$ cat src/rtl/usbcf_pkg.sv
package usbcf_pkg;
    // register numbers, used directly as the configuration address
    localparam logic [7:0] USBCF_ADDR_IDENT = 8'h00;
    localparam logic [7:0] USBCF_ADDR_SETUP = 8'h04;
    localparam logic [7:0] USBCF_ADDR_NODE = 8'h05;
    localparam logic [7:0] USBCF_ADDR_CLK = 8'h51;
    localparam logic [7:0] USBCF_ADDR_LINK = 8'h80;
    // identification word fields
    localparam int USBCF_CHIP_LSB = 24;
    localparam int USBCF_REV_LSB = 8;
    localparam int USBCF_VER_LSB = 0;
    // node setup fields
    localparam int USBCF_LOCK_BIT = 31;
    localparam int USBCF_HDR_BIT = 0;
    localparam logic USBCF_HDR_RESET = 1'b0;
    // node number field
    localparam int USBCF_NODE_W = 16;
    localparam logic [15:0] USBCF_NODE_RESET = 16'h0000;
    // clock frequency field
    localparam int USBCF_CLK_W = 7;
    localparam logic [6:0] USBCF_CLK_RESET = 7'h19;
    localparam logic [6:0] USBCF_CLK_MIN = 7'h05;
    localparam logic [6:0] USBCF_CLK_MAX = 7'h64;
    // link control and status fields
    localparam int USBCF_RXERR_BIT = 27;
    localparam int USBCF_RXCRED_BIT = 26;
    localparam int USBCF_TXCRED_BIT = 25;
    localparam int USBCF_GREETING_TOKEN_BIT = 24;
    localparam int USBCF_RXRST_BIT = 23;
    localparam int USBCF_GAP_W = 11;
    localparam int USBCF_SYMGAP_LSB = 11;
    localparam int USBCF_TOKGAP_LSB = 0;
    localparam logic [10:0] USBCF_GAP_RESET = 11'h001;
endpackage

$ cat src/rtl/usbcf_gap_timer.sv
`timescale 1ns/1ps
// holds the transmitter off for gap plus one idle clocks after each event
module usbcf_gap_timer (
    // clock and reset
    input wire logic clk,
    input wire logic rst_n,
    // programmed gap and transmit event
    input wire logic [usbcf_pkg::USBCF_GAP_W-1:0] gap,
    input wire logic sent,
    // permission to send the next unit
    output logic ready_q
);
    import usbcf_pkg::*;

    logic [USBCF_GAP_W:0] count_q;
    logic [USBCF_GAP_W:0] count_d;
    logic ready_d;
    wire logic [USBCF_GAP_W:0] gap_plus_one = {1'b0, gap} + {{USBCF_GAP_W{1'b0}}, 1'b1};

    // load on every event, count idle clocks down to zero
    always_comb begin
        count_d = count_q;
        ready_d = ready_q;
        if (sent) begin
            count_d = gap_plus_one;
            ready_d = 1'b0;
        end else if (count_q > {(USBCF_GAP_W+1){1'b0}}) begin
            count_d = count_q - {{USBCF_GAP_W{1'b0}}, 1'b1};
            ready_d = (count_d == {(USBCF_GAP_W+1){1'b0}});
        end
    end

    // counter and ready flag
    always_ff @(posedge clk or negedge rst_n) begin
        if (!rst_n) begin
            count_q <= '0;
            ready_q <= 1'b1;
        end else begin
            count_q <= count_d;
            ready_q <= ready_d;
        end
    end
endmodule

$ cat src/rtl/usbcf_node_regs.sv
`timescale 1ns/1ps
// configuration register bank of the node, answering config transactions
module usbcf_node_regs #(
    parameter logic [7:0] CHIP_CODE = 8'h5a, // arbitrary value
    parameter logic [7:0] BLOCK_REVISION = 8'h01, // arbitrary value
    parameter logic [7:0] BLOCK_VERSION = 8'h03 // arbitrary value
) (
    // clock and reset
    input wire logic ref_clk,
    input wire logic resetn,
    // configuration transaction request
    input wire logic cfg_req,
    input wire logic cfg_write,
    input wire logic [7:0] cfg_addr,
    input wire logic [31:0] cfg_wdata,
    // configuration transaction answer
    output logic cfg_ack,
    output logic cfg_nack,
    output logic [31:0] cfg_rdata,
    // receiver events and credit state from the link logic
    input wire logic rx_overflow,
    input wire logic rx_bad_token,
    input wire logic rx_credit_issued,
    input wire logic tx_credit_grant,
    // strobes to the link logic
    output logic greeting_strobe,
    output logic receiver_reset_strobe,
    // transmitter pacing
    input wire logic tx_symbol_done,
    input wire logic tx_token_done,
    output logic tx_symbol_ok,
    output logic tx_token_ok,
    // settings to the rest of the node
    output logic header_format_select,
    output logic [usbcf_pkg::USBCF_NODE_W-1:0] node_number_field,
    output logic [usbcf_pkg::USBCF_CLK_W-1:0] clock_mhz_field,
    output logic locked
);
    import usbcf_pkg::*;

    // range check used on the clock field
    function automatic logic clk_in_range(input logic [USBCF_CLK_W-1:0] v);
        clk_in_range = (v >= USBCF_CLK_MIN) && (v <= USBCF_CLK_MAX);
    endfunction

    // reset release through two flip-flops
    logic rst_meta_q;
    logic rst_n;
    always_ff @(posedge ref_clk or negedge resetn) begin
        if (!resetn) begin
            rst_meta_q <= 1'b0;
            rst_n <= 1'b0;
        end else begin
            rst_meta_q <= 1'b1;
            rst_n <= rst_meta_q;
        end
    end

    // stored state
    logic lock_q;
    logic hdr_q;
    logic [USBCF_NODE_W-1:0] node_q;
    logic [USBCF_CLK_W-1:0] clk_q;
    logic [USBCF_GAP_W-1:0] symgap_q;
    logic [USBCF_GAP_W-1:0] tokgap_q;
    logic rxerr_q;
    logic rxcred_q;
    logic txcred_q;
    logic ack_q;
    logic nack_q;
    logic [31:0] rdata_q;
    logic greeting_token_q;
    logic rxrst_q;

    // address decode of a configuration transaction
    wire logic hit_ident = (cfg_addr == USBCF_ADDR_IDENT);
    wire logic hit_setup = (cfg_addr == USBCF_ADDR_SETUP);
    wire logic hit_node = (cfg_addr == USBCF_ADDR_NODE);
    wire logic hit_clk = (cfg_addr == USBCF_ADDR_CLK);
    wire logic hit_link = (cfg_addr == USBCF_ADDR_LINK);
    wire logic hit_any = hit_ident | hit_setup | hit_node | hit_clk | hit_link;

    // write qualification: lock, read-only word and clock range
    wire logic wr_req = cfg_req & cfg_write;
    wire logic [USBCF_CLK_W-1:0] wr_clk_val = cfg_wdata[USBCF_CLK_W-1:0];
    wire logic wr_ok = wr_req & ~lock_q & hit_any & ~hit_ident;
    wire logic clk_bad = hit_clk & ~clk_in_range(wr_clk_val);
    wire logic wr_setup = wr_ok & hit_setup;
    wire logic wr_node = wr_ok & hit_node;
    wire logic wr_clk = wr_ok & hit_clk & ~clk_bad;
    wire logic wr_link = wr_ok & hit_link;
    wire logic wr_greeting_token = wr_link & cfg_wdata[USBCF_GREETING_TOKEN_BIT];
    wire logic wr_rxrst = wr_link & cfg_wdata[USBCF_RXRST_BIT];

    // write data fields
    wire logic wr_lock_bit = cfg_wdata[USBCF_LOCK_BIT];
    wire logic wr_hdr_bit = cfg_wdata[USBCF_HDR_BIT];
    wire logic [USBCF_NODE_W-1:0] wr_node_val = cfg_wdata[USBCF_NODE_W-1:0];
    wire logic [USBCF_GAP_W-1:0] wr_symgap_val = cfg_wdata[USBCF_SYMGAP_LSB +: USBCF_GAP_W];
    wire logic [USBCF_GAP_W-1:0] wr_tokgap_val = cfg_wdata[USBCF_TOKGAP_LSB +: USBCF_GAP_W];

    // answer: nack for unmapped, locked, read-only or out-of-range writes
    wire logic nack_unmapped = ~hit_any;
    wire logic nack_refused = cfg_write & (~wr_ok | clk_bad);
    wire logic ans_nack = cfg_req & (nack_unmapped | nack_refused);
    wire logic ans_ack = cfg_req & ~ans_nack;

    // read words, reserved bits zero
    wire logic [31:0] rd_ident = ({24'h000000, CHIP_CODE} << USBCF_CHIP_LSB)
        | ({24'h000000, BLOCK_REVISION} << USBCF_REV_LSB)
        | ({24'h000000, BLOCK_VERSION} << USBCF_VER_LSB);
    wire logic [31:0] rd_setup = ({31'h00000000, lock_q} << USBCF_LOCK_BIT)
        | ({31'h00000000, hdr_q} << USBCF_HDR_BIT);
    wire logic [31:0] rd_node = {16'h0000, node_q};
    wire logic [31:0] rd_clk = {25'h0000000, clk_q};
    wire logic [31:0] rd_link = ({31'h00000000, rxerr_q} << USBCF_RXERR_BIT)
        | ({31'h00000000, rxcred_q} << USBCF_RXCRED_BIT)
        | ({31'h00000000, txcred_q} << USBCF_TXCRED_BIT)
        | ({21'h000000, symgap_q} << USBCF_SYMGAP_LSB)
        | ({21'h000000, tokgap_q} << USBCF_TOKGAP_LSB); // strobes read zero
    wire logic [31:0] rd_mux = hit_ident ? rd_ident :
        hit_setup ? rd_setup :
        hit_node ? rd_node :
        hit_clk ? rd_clk :
        hit_link ? rd_link : 32'h00000000;
    wire logic [31:0] rdata_d = (cfg_req & ~cfg_write) ? rd_mux : 32'h00000000;

    // next values of the link status flags; for rxerr and txcred set wins over clear, rxcred follows its input
    wire logic rxerr_set = rx_overflow | rx_bad_token;
    wire logic rxerr_d = rxerr_set | (rxerr_q & ~wr_rxrst);
    wire logic rxcred_d = rx_credit_issued;
    wire logic txcred_d = tx_credit_grant | (txcred_q & ~wr_greeting_token);

    // next lock and header mode; lock only ever sets
    wire logic lock_d = lock_q | (wr_setup & wr_lock_bit);
    wire logic hdr_d = wr_setup ? wr_hdr_bit : hdr_q;

    // next node number and clock field; bad clock values never land
    wire logic [USBCF_NODE_W-1:0] node_d = wr_node ? wr_node_val : node_q;
    wire logic [USBCF_CLK_W-1:0] clk_d = wr_clk ? wr_clk_val : clk_q;

    // next gap fields, both rewritten by any link word write
    wire logic [USBCF_GAP_W-1:0] symgap_d = wr_link ? wr_symgap_val : symgap_q;
    wire logic [USBCF_GAP_W-1:0] tokgap_d = wr_link ? wr_tokgap_val : tokgap_q;

    // next strobes and answer
    wire logic greeting_token_d = wr_greeting_token;
    wire logic rxrst_d = wr_rxrst;
    wire logic ack_d = ans_ack;
    wire logic nack_d = ans_nack;

    // lock bit, once set held until reset
    always_ff @(posedge ref_clk or negedge rst_n) begin
        if (!rst_n) begin
            lock_q <= 1'b0;
        end else begin
            lock_q <= lock_d;
        end
    end

    // header mode
    always_ff @(posedge ref_clk or negedge rst_n) begin
        if (!rst_n) begin
            hdr_q <= USBCF_HDR_RESET;
        end else begin
            hdr_q <= hdr_d;
        end
    end

    // node number
    always_ff @(posedge ref_clk or negedge rst_n) begin
        if (!rst_n) begin
            node_q <= USBCF_NODE_RESET;
        end else begin
            node_q <= node_d;
        end
    end

    // clock frequency, reset twenty-five, kept on a bad write
    always_ff @(posedge ref_clk or negedge rst_n) begin
        if (!rst_n) begin
            clk_q <= USBCF_CLK_RESET;
        end else begin
            clk_q <= clk_d;
        end
    end

    // symbol gap field
    always_ff @(posedge ref_clk or negedge rst_n) begin
        if (!rst_n) begin
            symgap_q <= USBCF_GAP_RESET;
        end else begin
            symgap_q <= symgap_d;
        end
    end

    // token gap field
    always_ff @(posedge ref_clk or negedge rst_n) begin
        if (!rst_n) begin
            tokgap_q <= USBCF_GAP_RESET;
        end else begin
            tokgap_q <= tokgap_d;
        end
    end

    // receive error, sticky until receiver reset
    always_ff @(posedge ref_clk or negedge rst_n) begin
        if (!rst_n) begin
            rxerr_q <= 1'b0;
        end else begin
            rxerr_q <= rxerr_d;
        end
    end

    // credit issued to the remote end
    always_ff @(posedge ref_clk or negedge rst_n) begin
        if (!rst_n) begin
            rxcred_q <= 1'b0;
        end else begin
            rxcred_q <= rxcred_d;
        end
    end

    // credit held by this end
    always_ff @(posedge ref_clk or negedge rst_n) begin
        if (!rst_n) begin
            txcred_q <= 1'b0;
        end else begin
            txcred_q <= txcred_d;
        end
    end

    // greeting strobe, one cycle
    always_ff @(posedge ref_clk or negedge rst_n) begin
        if (!rst_n) begin
            greeting_token_q <= 1'b0;
        end else begin
            greeting_token_q <= greeting_token_d;
        end
    end

    // receiver reset strobe, one cycle
    always_ff @(posedge ref_clk or negedge rst_n) begin
        if (!rst_n) begin
            rxrst_q <= 1'b0;
        end else begin
            rxrst_q <= rxrst_d;
        end
    end

    // accept answer one clock after the request
    always_ff @(posedge ref_clk or negedge rst_n) begin
        if (!rst_n) begin
            ack_q <= 1'b0;
        end else begin
            ack_q <= ack_d;
        end
    end

    // refuse answer one clock after the request
    always_ff @(posedge ref_clk or negedge rst_n) begin
        if (!rst_n) begin
            nack_q <= 1'b0;
        end else begin
            nack_q <= nack_d;
        end
    end

    // read data, zero outside a read answer
    always_ff @(posedge ref_clk or negedge rst_n) begin
        if (!rst_n) begin
            rdata_q <= 32'h00000000;
        end else begin
            rdata_q <= rdata_d;
        end
    end

    // symbol pacing within a token
    usbcf_gap_timer u_symbol_gap (
        .clk(ref_clk),
        .rst_n(rst_n),
        .gap(symgap_q),
        .sent(tx_symbol_done),
        .ready_q(tx_symbol_ok)
    );

    // pacing between tokens
    usbcf_gap_timer u_token_gap (
        .clk(ref_clk),
        .rst_n(rst_n),
        .gap(tokgap_q),
        .sent(tx_token_done),
        .ready_q(tx_token_ok)
    );

    // outputs
    assign cfg_ack = ack_q;
    assign cfg_nack = nack_q;
    assign cfg_rdata = rdata_q;
    assign greeting_strobe = greeting_token_q;
    assign receiver_reset_strobe = rxrst_q;
    assign header_format_select = hdr_q;
    assign node_number_field = node_q;
    assign clock_mhz_field = clk_q;
    assign locked = lock_q;
endmodule

$ cat config.mk
export PLATFORM = sky130hd
export DESIGN_NAME = usbcf_node_regs
export DESIGN_NICKNAME = d
export VERILOG_FILES = /design/src/rtl/usbcf_pkg.sv /design/src/rtl/usbcf_gap_timer.sv /design/src/rtl/usbcf_node_regs.sv
export SDC_FILE = /design/constraint.sdc
export NUM_CORES = 1
export LEC_CHECK = 0
export BUFFER_PORTS_ARGS = -buffer_cell sky130_fd_sc_hd__buf_2
export CAP_MARGIN = 5
export CELL_PAD_IN_SITES_DETAIL_PLACEMENT = 1
export CELL_PAD_IN_SITES_GLOBAL_PLACEMENT = 2
export CORE_ASPECT_RATIO = 0.5
export CORE_UTILIZATION = 35
export CTS_BUF_LIST = sky130_fd_sc_hd__clkbuf_8
export DETAILED_ROUTE_END_ITERATION = 16
export GPL_ROUTABILITY_DRIVEN = 0
export GPL_TIMING_DRIVEN = 1
export HOLD_SLACK_MARGIN = 0.08
export PLACE_DENSITY_LB_ADDON = 0.1
export SYNTH_ARGS = -nofsm -noshare
export SYNTH_HDL_FRONTEND = slang
export SYNTH_SLANG_ARGS = --single-unit
export TNS_END_PERCENT = 10
$ cat constraint.sdc
create_clock -name ref_clk -period 4.5 [get_ports ref_clk]
set_input_delay 0 -clock ref_clk [delete_from_list [all_inputs] [get_ports ref_clk]]
set_output_delay 0 -clock ref_clk [all_outputs]
set_load 0.02 [all_outputs]
## After elaboration in Yosys (flattened, before gate mapping)

Cells that the tools add are included.

| word-level totals | value |
|---|---|
| bits in registers | 114 |
| bits in latches | 0 |
| RAM bits | 0 |
| bits in read-only memories | 0 |
| input bits | 50 |
| output and inout port bits | 63 |
| word-level logic and storage cells | 96 |
| memories | 0 |

| operators by class | value |
|---|---|
| $add $sub $neg | 4 |
| multiply operators | 0 |
| divide/modulo/power cells | 0 |
| magnitude comparators | 4 |
| equal/unequal tests | 4 |
| shifts and indexed selects | 0 |
| muxes and demuxes | 14 |
| bitwise operators | 44 |
| reduce and logical (&&, ||, !) cells | 6 |

Operators with widths:

| kind | count |
|---|---|
| $mux 32 | 3 |
| $mux 28 | 3 |
| $mux 12 | 4 |
| $or 32x1->32 | 1 |
| $or 28x11->28 | 1 |
| $or 28x22->28 | 1 |
| $or 28x26->28 | 1 |
| $or 28x27->28 | 1 |
| $add 11x1->12 const B | 2 |
| $gt 12x1->1 const B | 2 |
| $logic_not 12->1 | 2 |
| $sub 12x1->12 const B | 2 |
| $and 1x1->1 | 19 |
| $eq 8x3->1 const B | 2 |
| $not 1->1 | 10 |
| $or 1x1->1 | 10 |
| $eq 8x7->1 const B | 1 |
| $eq 8x8->1 const B | 1 |
| $logic_not 8->1 | 1 |
| $ge 7x3->1 const B | 1 |
| $le 7x7->1 const B | 1 |
| $mux 1 | 4 |
| $reduce_bool 2->1 | 2 |
| $logic_and 1x1->1 | 1 |

## Depth between registers and ports, before layout

Gate-level depths: netlist (run 1).

| depth | value |
|---|---|
| depth after elaboration | 14 |
| gate-level depth with buffers | 8 |
| gate-level depth less buffers | 7 |

## Modules after synthesis

Synthesis (run 1) repeated with hierarchy kept, for this count alone.

| unflattened totals | value |
|---|---|
| cell total of the unflattened synthesis | 489 |
| area total of the unflattened synthesis | 5489.0 sq um |

Modules (own cells, without submodules):

| module | times used | cells each | area each (sq um) | sequential area each (sq um) |
|---|---|---|---|---|
| usbcf_node_regs | 1 | 257 | 3423.3 | 2083.2 |
| usbcf_gap_timer at u_symbol_gap | 1 | 117 | 1056.0 | 326.6 |
| usbcf_gap_timer at u_token_gap | 1 | 115 | 1009.7 | 326.6 |

## Least setup slack after synthesis (run 1)

OpenSTA, ideal clock, no wires.

| path | value |
|---|---|
| kind | reg2reg |
| from | register u_token_gap.count_q[0] |
| to | register u_token_gap.ready_q |
| library setup time | 0.086 ns |
| arrival time | 2.260 ns |
| data required time | 4.414 ns |
| path slack | 2.154 ns |
| cell stages (with the launch flop) | 9 |
| path buffers | 1 |
| period minus slack after synthesis | 2.346 ns |
| path through | dfrtp_1 -> inv_1 -> ha_1 -> clkbuf_1 -> nor3b_1 -> nand3_1 -> xnor2_1 -> or4_4 -> o31ai_2 |

| between the ends | value |
|---|---|
| longest elaborated chain between the ends | 4 |
| elaborated cells between the ends (all ways) | 6 |
| those cells by class | add/sub (1); order compare (1); mux (2); reduce/logical (2) |

Ends and longest elaborated chain:

| what | RTL line | RTL |
|---|---|---|
| from (decl) | usbcf_gap_timer.sv:15 | `logic [USBCF_GAP_W:0] count_q;` |
| from (signal assigned) | usbcf_gap_timer.sv:39 | `count_q <= count_d;` |
| $sub 12x1->12 | usbcf_gap_timer.sv:28 | `count_d = count_q - {{USBCF_GAP_W{1'b0}}, 1'b1};` |
| $logic_not 12->1 | usbcf_gap_timer.sv:29 | `ready_d = (count_d == {(USBCF_GAP_W+1){1'b0}});` |
| $mux 1 | usbcf_gap_timer.sv:27 | `end else if (count_q > {(USBCF_GAP_W+1){1'b0}}) begin` |
| $mux 1 | usbcf_gap_timer.sv:24 | `if (sent) begin` |
| to (signal assigned) | usbcf_gap_timer.sv:40 | `ready_q <= ready_d;` |
| to (decl) | usbcf_gap_timer.sv:11 | `output logic ready_q` |

Parallel ways exist; a longest one is shown, timed or not. The select of a mux whose other input is x is not followed.
A chain may end at the register's enable or synchronous reset.

## Worst setup path after layout (run 1)

Same ends and word-level chain as after synthesis.

==> metrics.csv, run 1 <==
metric,value,unit
outcome,"finished, violations left",
violations,design-rule violations,
timing.setup.tns,0,ns
fp.dieArea,16300,um^2
critical_path_class,flop to flop,
timing.rr.start,u_token_gap.count_q[0],
placed_cells,840,
core,15400,um^2
hpwl,10700,um
clock_skew,0.0178,ns
postCtsHoldBufs,43,
critPathMaxFanout,8,
syn_avg_cell_area,9.80,um^2
arrival,2.98,ns
n_antenna_cell,0,
async_flop_share,1.00,
antenna_found_initial,0,
fp.dieH,90.9,um
power.total,0.00193,W
grt_max_degree,75,
fp.dieW,180,um
clockBufferDepth,2,
ant_nets,0,
start_kind,flop,
path_clk_slew,0.11,ns
syn_inst,564,
rsz0062_at_grt,no,
hold_path.class,input port to flop,
hold_viol_final,0,
io_pins,113,
yosysWarnings,0,
vdd_drop_max,164,uV
synth_area,5530,um^2
vias,4525,
p_per_area,285,nW/um^2
cts_tree,done,
fin_crit_sh,0.597,
hold_ws,0.115,ns
tightestPinTransition,0.966,ns
synth_edf_count,0,
vias_per_cell,5.04,
syn_to_final_growth,22.7,%
nNetsFinal,748,
finalNonFillerCells,898,
rrSetupSlack,1.81,ns
grt_use_total,0.199,
drive_gt1_frac,0.218,
avgRoutedWirePerCell,17.1,um
clkSinkCount,109,
slew_viol_final,0,
numCtsBuffers,9,
synth_flop_cell,dfrtp_1,
crit_path_start,u_token_gap.count_q[0],
cts_setup_buffers,0,
htree_num_levels,3,
post_cts_resized,0,
required,4.79,ns
worstSetupEndpointType,flop,
portBuffers,101,
setup_viol,0,
routed_wl,15300,um
grt_pass1_wl,25600,um
dr.pass1.iters,10,
fmax,372,MHz
worstHoldStart,tx_token_done,
most-common-layout-cells,"101 x dfrtp_1, 101 x buf_2, 96 x nand2_1",
p_leak,3.30,nW
rows,32,
clock_latency,0.37,ns
fin_area,6780,um^2
synth-seq-area-share,0.495,
post-route-min-period,2.69,ns
clock-root-buffer,clkbuf_8,
yosysUniqueCellTypes,67,
postPlaceCellArea,6160,um^2
synth-seq-cells,109,
drt_iter0_drc,230,
relSlewSlack,0.356,
grt_pass1_vias,4801,
drv_cap,0,
post-route-drc-count,2,
initial_core_util,0.359,
gr-total-overflow,0,
==> routing by layer <==
| metal | up-vias | part of all wire | GRT usage |
|---|---|---|---|
| li1 | 2190 | - | - |
| met4 | 0 | 0.0097 | 0.0402 |
| met2 | 73 | 0.45 | 0.318 |
| met1 | 2250 | 0.51 | 0.281 |
| met3 | 12 | 0.031 | 0.0399 |
| met5 | - | 0 | 0 |
==> critical path: stages, from the launching register on <==
cell	delay, ns
dfrtp_1	0.46
inv_1	0.16
ha_1	0.34
nor3b_1	0.57
nand3_1	0.18
xnor2_1	0.20
or4_4	0.52
o31ai_2	0.18
==> Yosys cell counts, types with 2 or more instances <==
library cell | number | area [um^2]
a211oi_1 | 19 | 143
mux2_1 | 16 | 180
nor2b_1 | 3 | 18.8
dfstp_2 | 7 | 184
nor3_1 | 7 | 35.0
nand4b_1 | 2 | 17.5
clkbuf_1 | 20 | 75.1
dfrtp_1 | 102 | 2550
xor2_1 | 18 | 158
xnor2_1 | 19 | 166
nand4_1 | 8 | 50.1
o21ai_1 | 3 | 15.0
nor2_1 | 59 | 221
a22o_1 | 3 | 26.3
inv_1 | 11 | 41.3
a21oi_1 | 15 | 75.1
nor4b_1 | 2 | 17.5
nand2_1 | 96 | 360
nor4_2 | 2 | 25.0
a21o_1 | 2 | 15.0
nor3_2 | 3 | 30.0
mux2_4 | 7 | 105
ha_1 | 8 | 100
buf_2 | 9 | 45.0
buf_4 | 7 | 52.6
nand3_1 | 18 | 90.1
and2_1 | 3 | 18.8
nand3b_1 | 3 | 22.5
a22oi_1 | 14 | 105
nor4_1 | 4 | 25.0
a31oi_1 | 4 | 25.0
conb_1 | 2 | 7.51
o21ai_0 | 10 | 50.1
or3_1 | 3 | 18.8
nand2b_1 | 7 | 43.8
o31ai_1 | 2 | 15.0
and4_1 | 4 | 35.0
and3_1 | 13 | 81.3
==> power by group <==
group	internal, W	total [W]	switching, W
logic	0.000114	0.000252	0.000138
clock network	0.000256	0.000605	0.000349
registers	0.00101	0.00108	0.0000632
==> logic make-up (layout without fill, tap and decap cells) <==
family                   count (synthesis)  in the layout  share of synthesized area
flip-flops                             109            109                      0.495
multiplexers                            25             25                     0.0554
AO/OA/AOI/OAI                           86             86                      0.107
buffers and inverters                   48            175                     0.0407
adder cells (fa/ha/maj)                  8              8                     0.0181
AND/OR/NAND/NOR                        249            249                      0.224
other                                    2              5                    0.00136
XOR/XNOR                                37             37                     0.0586
==> worst paths after layout <==
kind,endpoint,depth (start not counted)
min in group asynchronous,cfg_rdata[31],0
max in group asynchronous,u_symbol_gap.ready_q,1
worst min register to register,rst_n,0
worst min-delay path,u_token_gap.count_q[9],3
worst max-delay path,u_token_gap.ready_q,7
worst max register to register,u_token_gap.ready_q,7
==> per-stage QoR <==
| stage | worst slack (ns) | utilization |
|---|---|---|
| finish | 1.81 | 0.440 |
| CTS | 1.81 | 0.440 |
| global route | 1.61 | 0.440 |
| global placement | 1.97 | 0.400 |
| floorplan | 1.25 | - |
| detailed placement | 1.85 | 0.400 |
==> sequential cells by signal, summed over array words and instances (netlist names), 7 cells and up <==
name / cells
node_number_field: 16
clock_mhz_field: 7
u_symbol_gap.count_q: 12
u_token_gap.count_q: 12
tokgap_q: 11
symgap_q: 11
cfg_rdata: 27
==> layout make-up <==
cell class | count | area [um^2]
fill | 1775 | 8630
sequential | 109 | 2740
multi-input combinational | 410 | 2580
timing repair buffer | 149 | 973
tap | 204 | 255
clock buffer | 9 | 124
clock inverter | 6 | 63.8
inverter | 11 | 41.3
(Power assumes the default switching activity.)
==> run 2: changes to the inputs <==
- CORE_UTILIZATION: 35 -> 32
- clock period: 4.5 -> 2.4 ns (I/O delays scaled with it)
==> metrics.csv, run 2 (synthesis gave the netlist of run 1 again) <==
metric,value,unit,change
clock_skew,0.00734,ns,was 0.0178 ns
vias_per_cell,4.90,,was 5.04
portBuffers,101,,unchanged
power.total,0.00359,W,was 0.00193 W
avgRoutedWirePerCell,16.9,um,was 17.1 um
setup_viol,0,,unchanged
clock-root-buffer,clkbuf_8,,unchanged
cts_tree,done,,unchanged
arrival,2.52,ns,was 2.98 ns
fp.dieArea,17800,um^2,was 16300 um^2
drive_gt1_frac,0.239,,was 0.218
grt_max_degree,37,,was 75
routed_wl,15900,um,was 15300 um
fillCellCount,1938,,was 1775
initial_core_util,0.332,,was 0.359
post-route-drc-count,0,,was 2
clockBufferDepth,2,,unchanged
ant_nets,0,,unchanged
most-common-layout-cells,"101 x dfrtp_1, 101 x buf_2, 96 x nand2_1",,unchanged
final_core_util,0.418,,was 0.440
grt_pass1_wl,26400,um,was 25600 um
largest_reg_flops,27,,unchanged
clock_latency,0.39,ns,was 0.37 ns
slew_viol_final,0,,unchanged
p_leak,3.38,nW,was 3.30 nW
gr-total-overflow,0,,unchanged
io_pins,113,,unchanged
critPathMaxFanout,11,,was 8
fp.dieH,94.9,um,was 90.9 um
nNetsFinal,764,,was 748
fin_area,6950,um^2,was 6780 um^2
required,2.69,ns,was 4.79 ns
worstHoldStart,cfg_addr[2],,was tx_token_done
tightestPinTransition,0.610,ns,was 0.966 ns
grt_pass1_vias,4751,,was 4801
critical_path_class,input port to flop,,was flop to flop
clkSinkCount,109,,unchanged
start_kind,input port,,was flop
vias,4603,,was 4525
fin_crit_sh,0.929,,
core,16600,um^2,was 15400 um^2
p_per_area,516,nW/um^2,was 285 nW/um^2
fmax,449,MHz,
htree_num_levels,3,,unchanged
hold_viol_final,0,,unchanged
postPlaceCellArea,6340,um^2,was 6160 um^2
rows,33,,was 32
cts_setup_buffers,0,,unchanged
vdd_drop_max,272,uV,was 164 uV
numCtsBuffers,9,,unchanged
worstSetupEndpointType,flop,,unchanged
syn_to_final_growth,25.7,%,was 22.7%
timing.setup.tns,0,ns,unchanged
drt_iter0_drc,158,,was 230
dr.pass1.iters,4,,was 10
timing.rr.start,u_token_gap.count_q[0],,unchanged
antenna_found_initial,1,,was 0
hpwl,11400,um,was 10700 um
hold_path.class,input port to flop,,unchanged
fp.dieW,188,um,was 180 um
crit_path_start,cfg_addr[5],,was u_token_gap.count_q[0]
drv_cap,0,,unchanged
outcome,finished clean,,"was finished, violations left"
post-route-min-period,2.23,ns,
relSlewSlack,0.589,,was 0.356
grt_use_total,0.192,,was 0.199
path_clk_slew,0.11,ns,about the same
rsz0062_at_grt,no,,unchanged
[run 2: final cells by class]
class	instances	area, um^2	share of cell area
Antenna cell	1	2.50	0.000360
Clock buffer	9	124	0.0178
Clock inverter	7	48.8	0.00702
Inverter	11	41.3	0.00594
Multi-Input combinational cell	410	2590	0.373
Sequential cell	109	2740	0.394
Tap cell	227	284	0.0409
Timing Repair Buffer	165	1120	0.161
[run 2: worst max-delay path, stage by stage]
cell and delay [ns]:
dlygate4sd3_1 0.53, buf_2 0.16, nor3_2 0.30, nand2_1 0.23
or3_4 0.52, o21ai_1 0.15, nand2b_1 0.07, dlygate4sd3_1 0.55
[run 2: per-layer routing]
| metal | up-vias | routed length, um | global-route usage |
|---|---|---|---|
| met5 | - | 0 | 0 |
| met4 | 0 | 144 | 0.0379 |
| met3 | 11 | 576 | 0.0431 |
| met2 | 73 | 6950 | 0.298 |
| met1 | 2286 | 8210 | 0.274 |
| li1 | 2233 | - | - |
[run 2: final timing paths]
kind / depth (start not counted) / end / slack, ns
min in group asynchronous: 0 / cfg_rdata[10] / 0.32
max in group asynchronous: 1 / symgap_q[0] / 1.39
hold reg to reg: 0 / cfg_rdata[10] / 0.32
hold / removal: 4 / cfg_rdata[30] / 0.1
setup reg to reg: 7 / u_token_gap.ready_q / 0.29
setup / recovery: 8 / txcred_q / 0.17
[run 2: what timing repair did]
action / in CTS / in global routing
hold buffers: 43 / 0
resized for setup: 0 / 1
setup endpoints to repair: 0 / 2
endpoints found under the hold margin: 64 / 0
[run 2: metrics by stage]
stage,cells,hold slack (ns),setup slack [ns]
finish,939,0.0969,0.171
global route,939,0.124,0.0937
CTS,938,0.0842,0.0901
detailed placement,879,-0.207,0.317
global placement,879,-0.211,0.350
floorplan,567,-0.296,0.0544
[run 2: where the power goes]
part	switching [W]	internal (W)	total [W]
registers	0.0000987	0.00190	0.00200
logic	0.000282	0.000234	0.000515
clock network	0.000691	0.000384	0.00108
total	0.00107	0.00252	0.00359
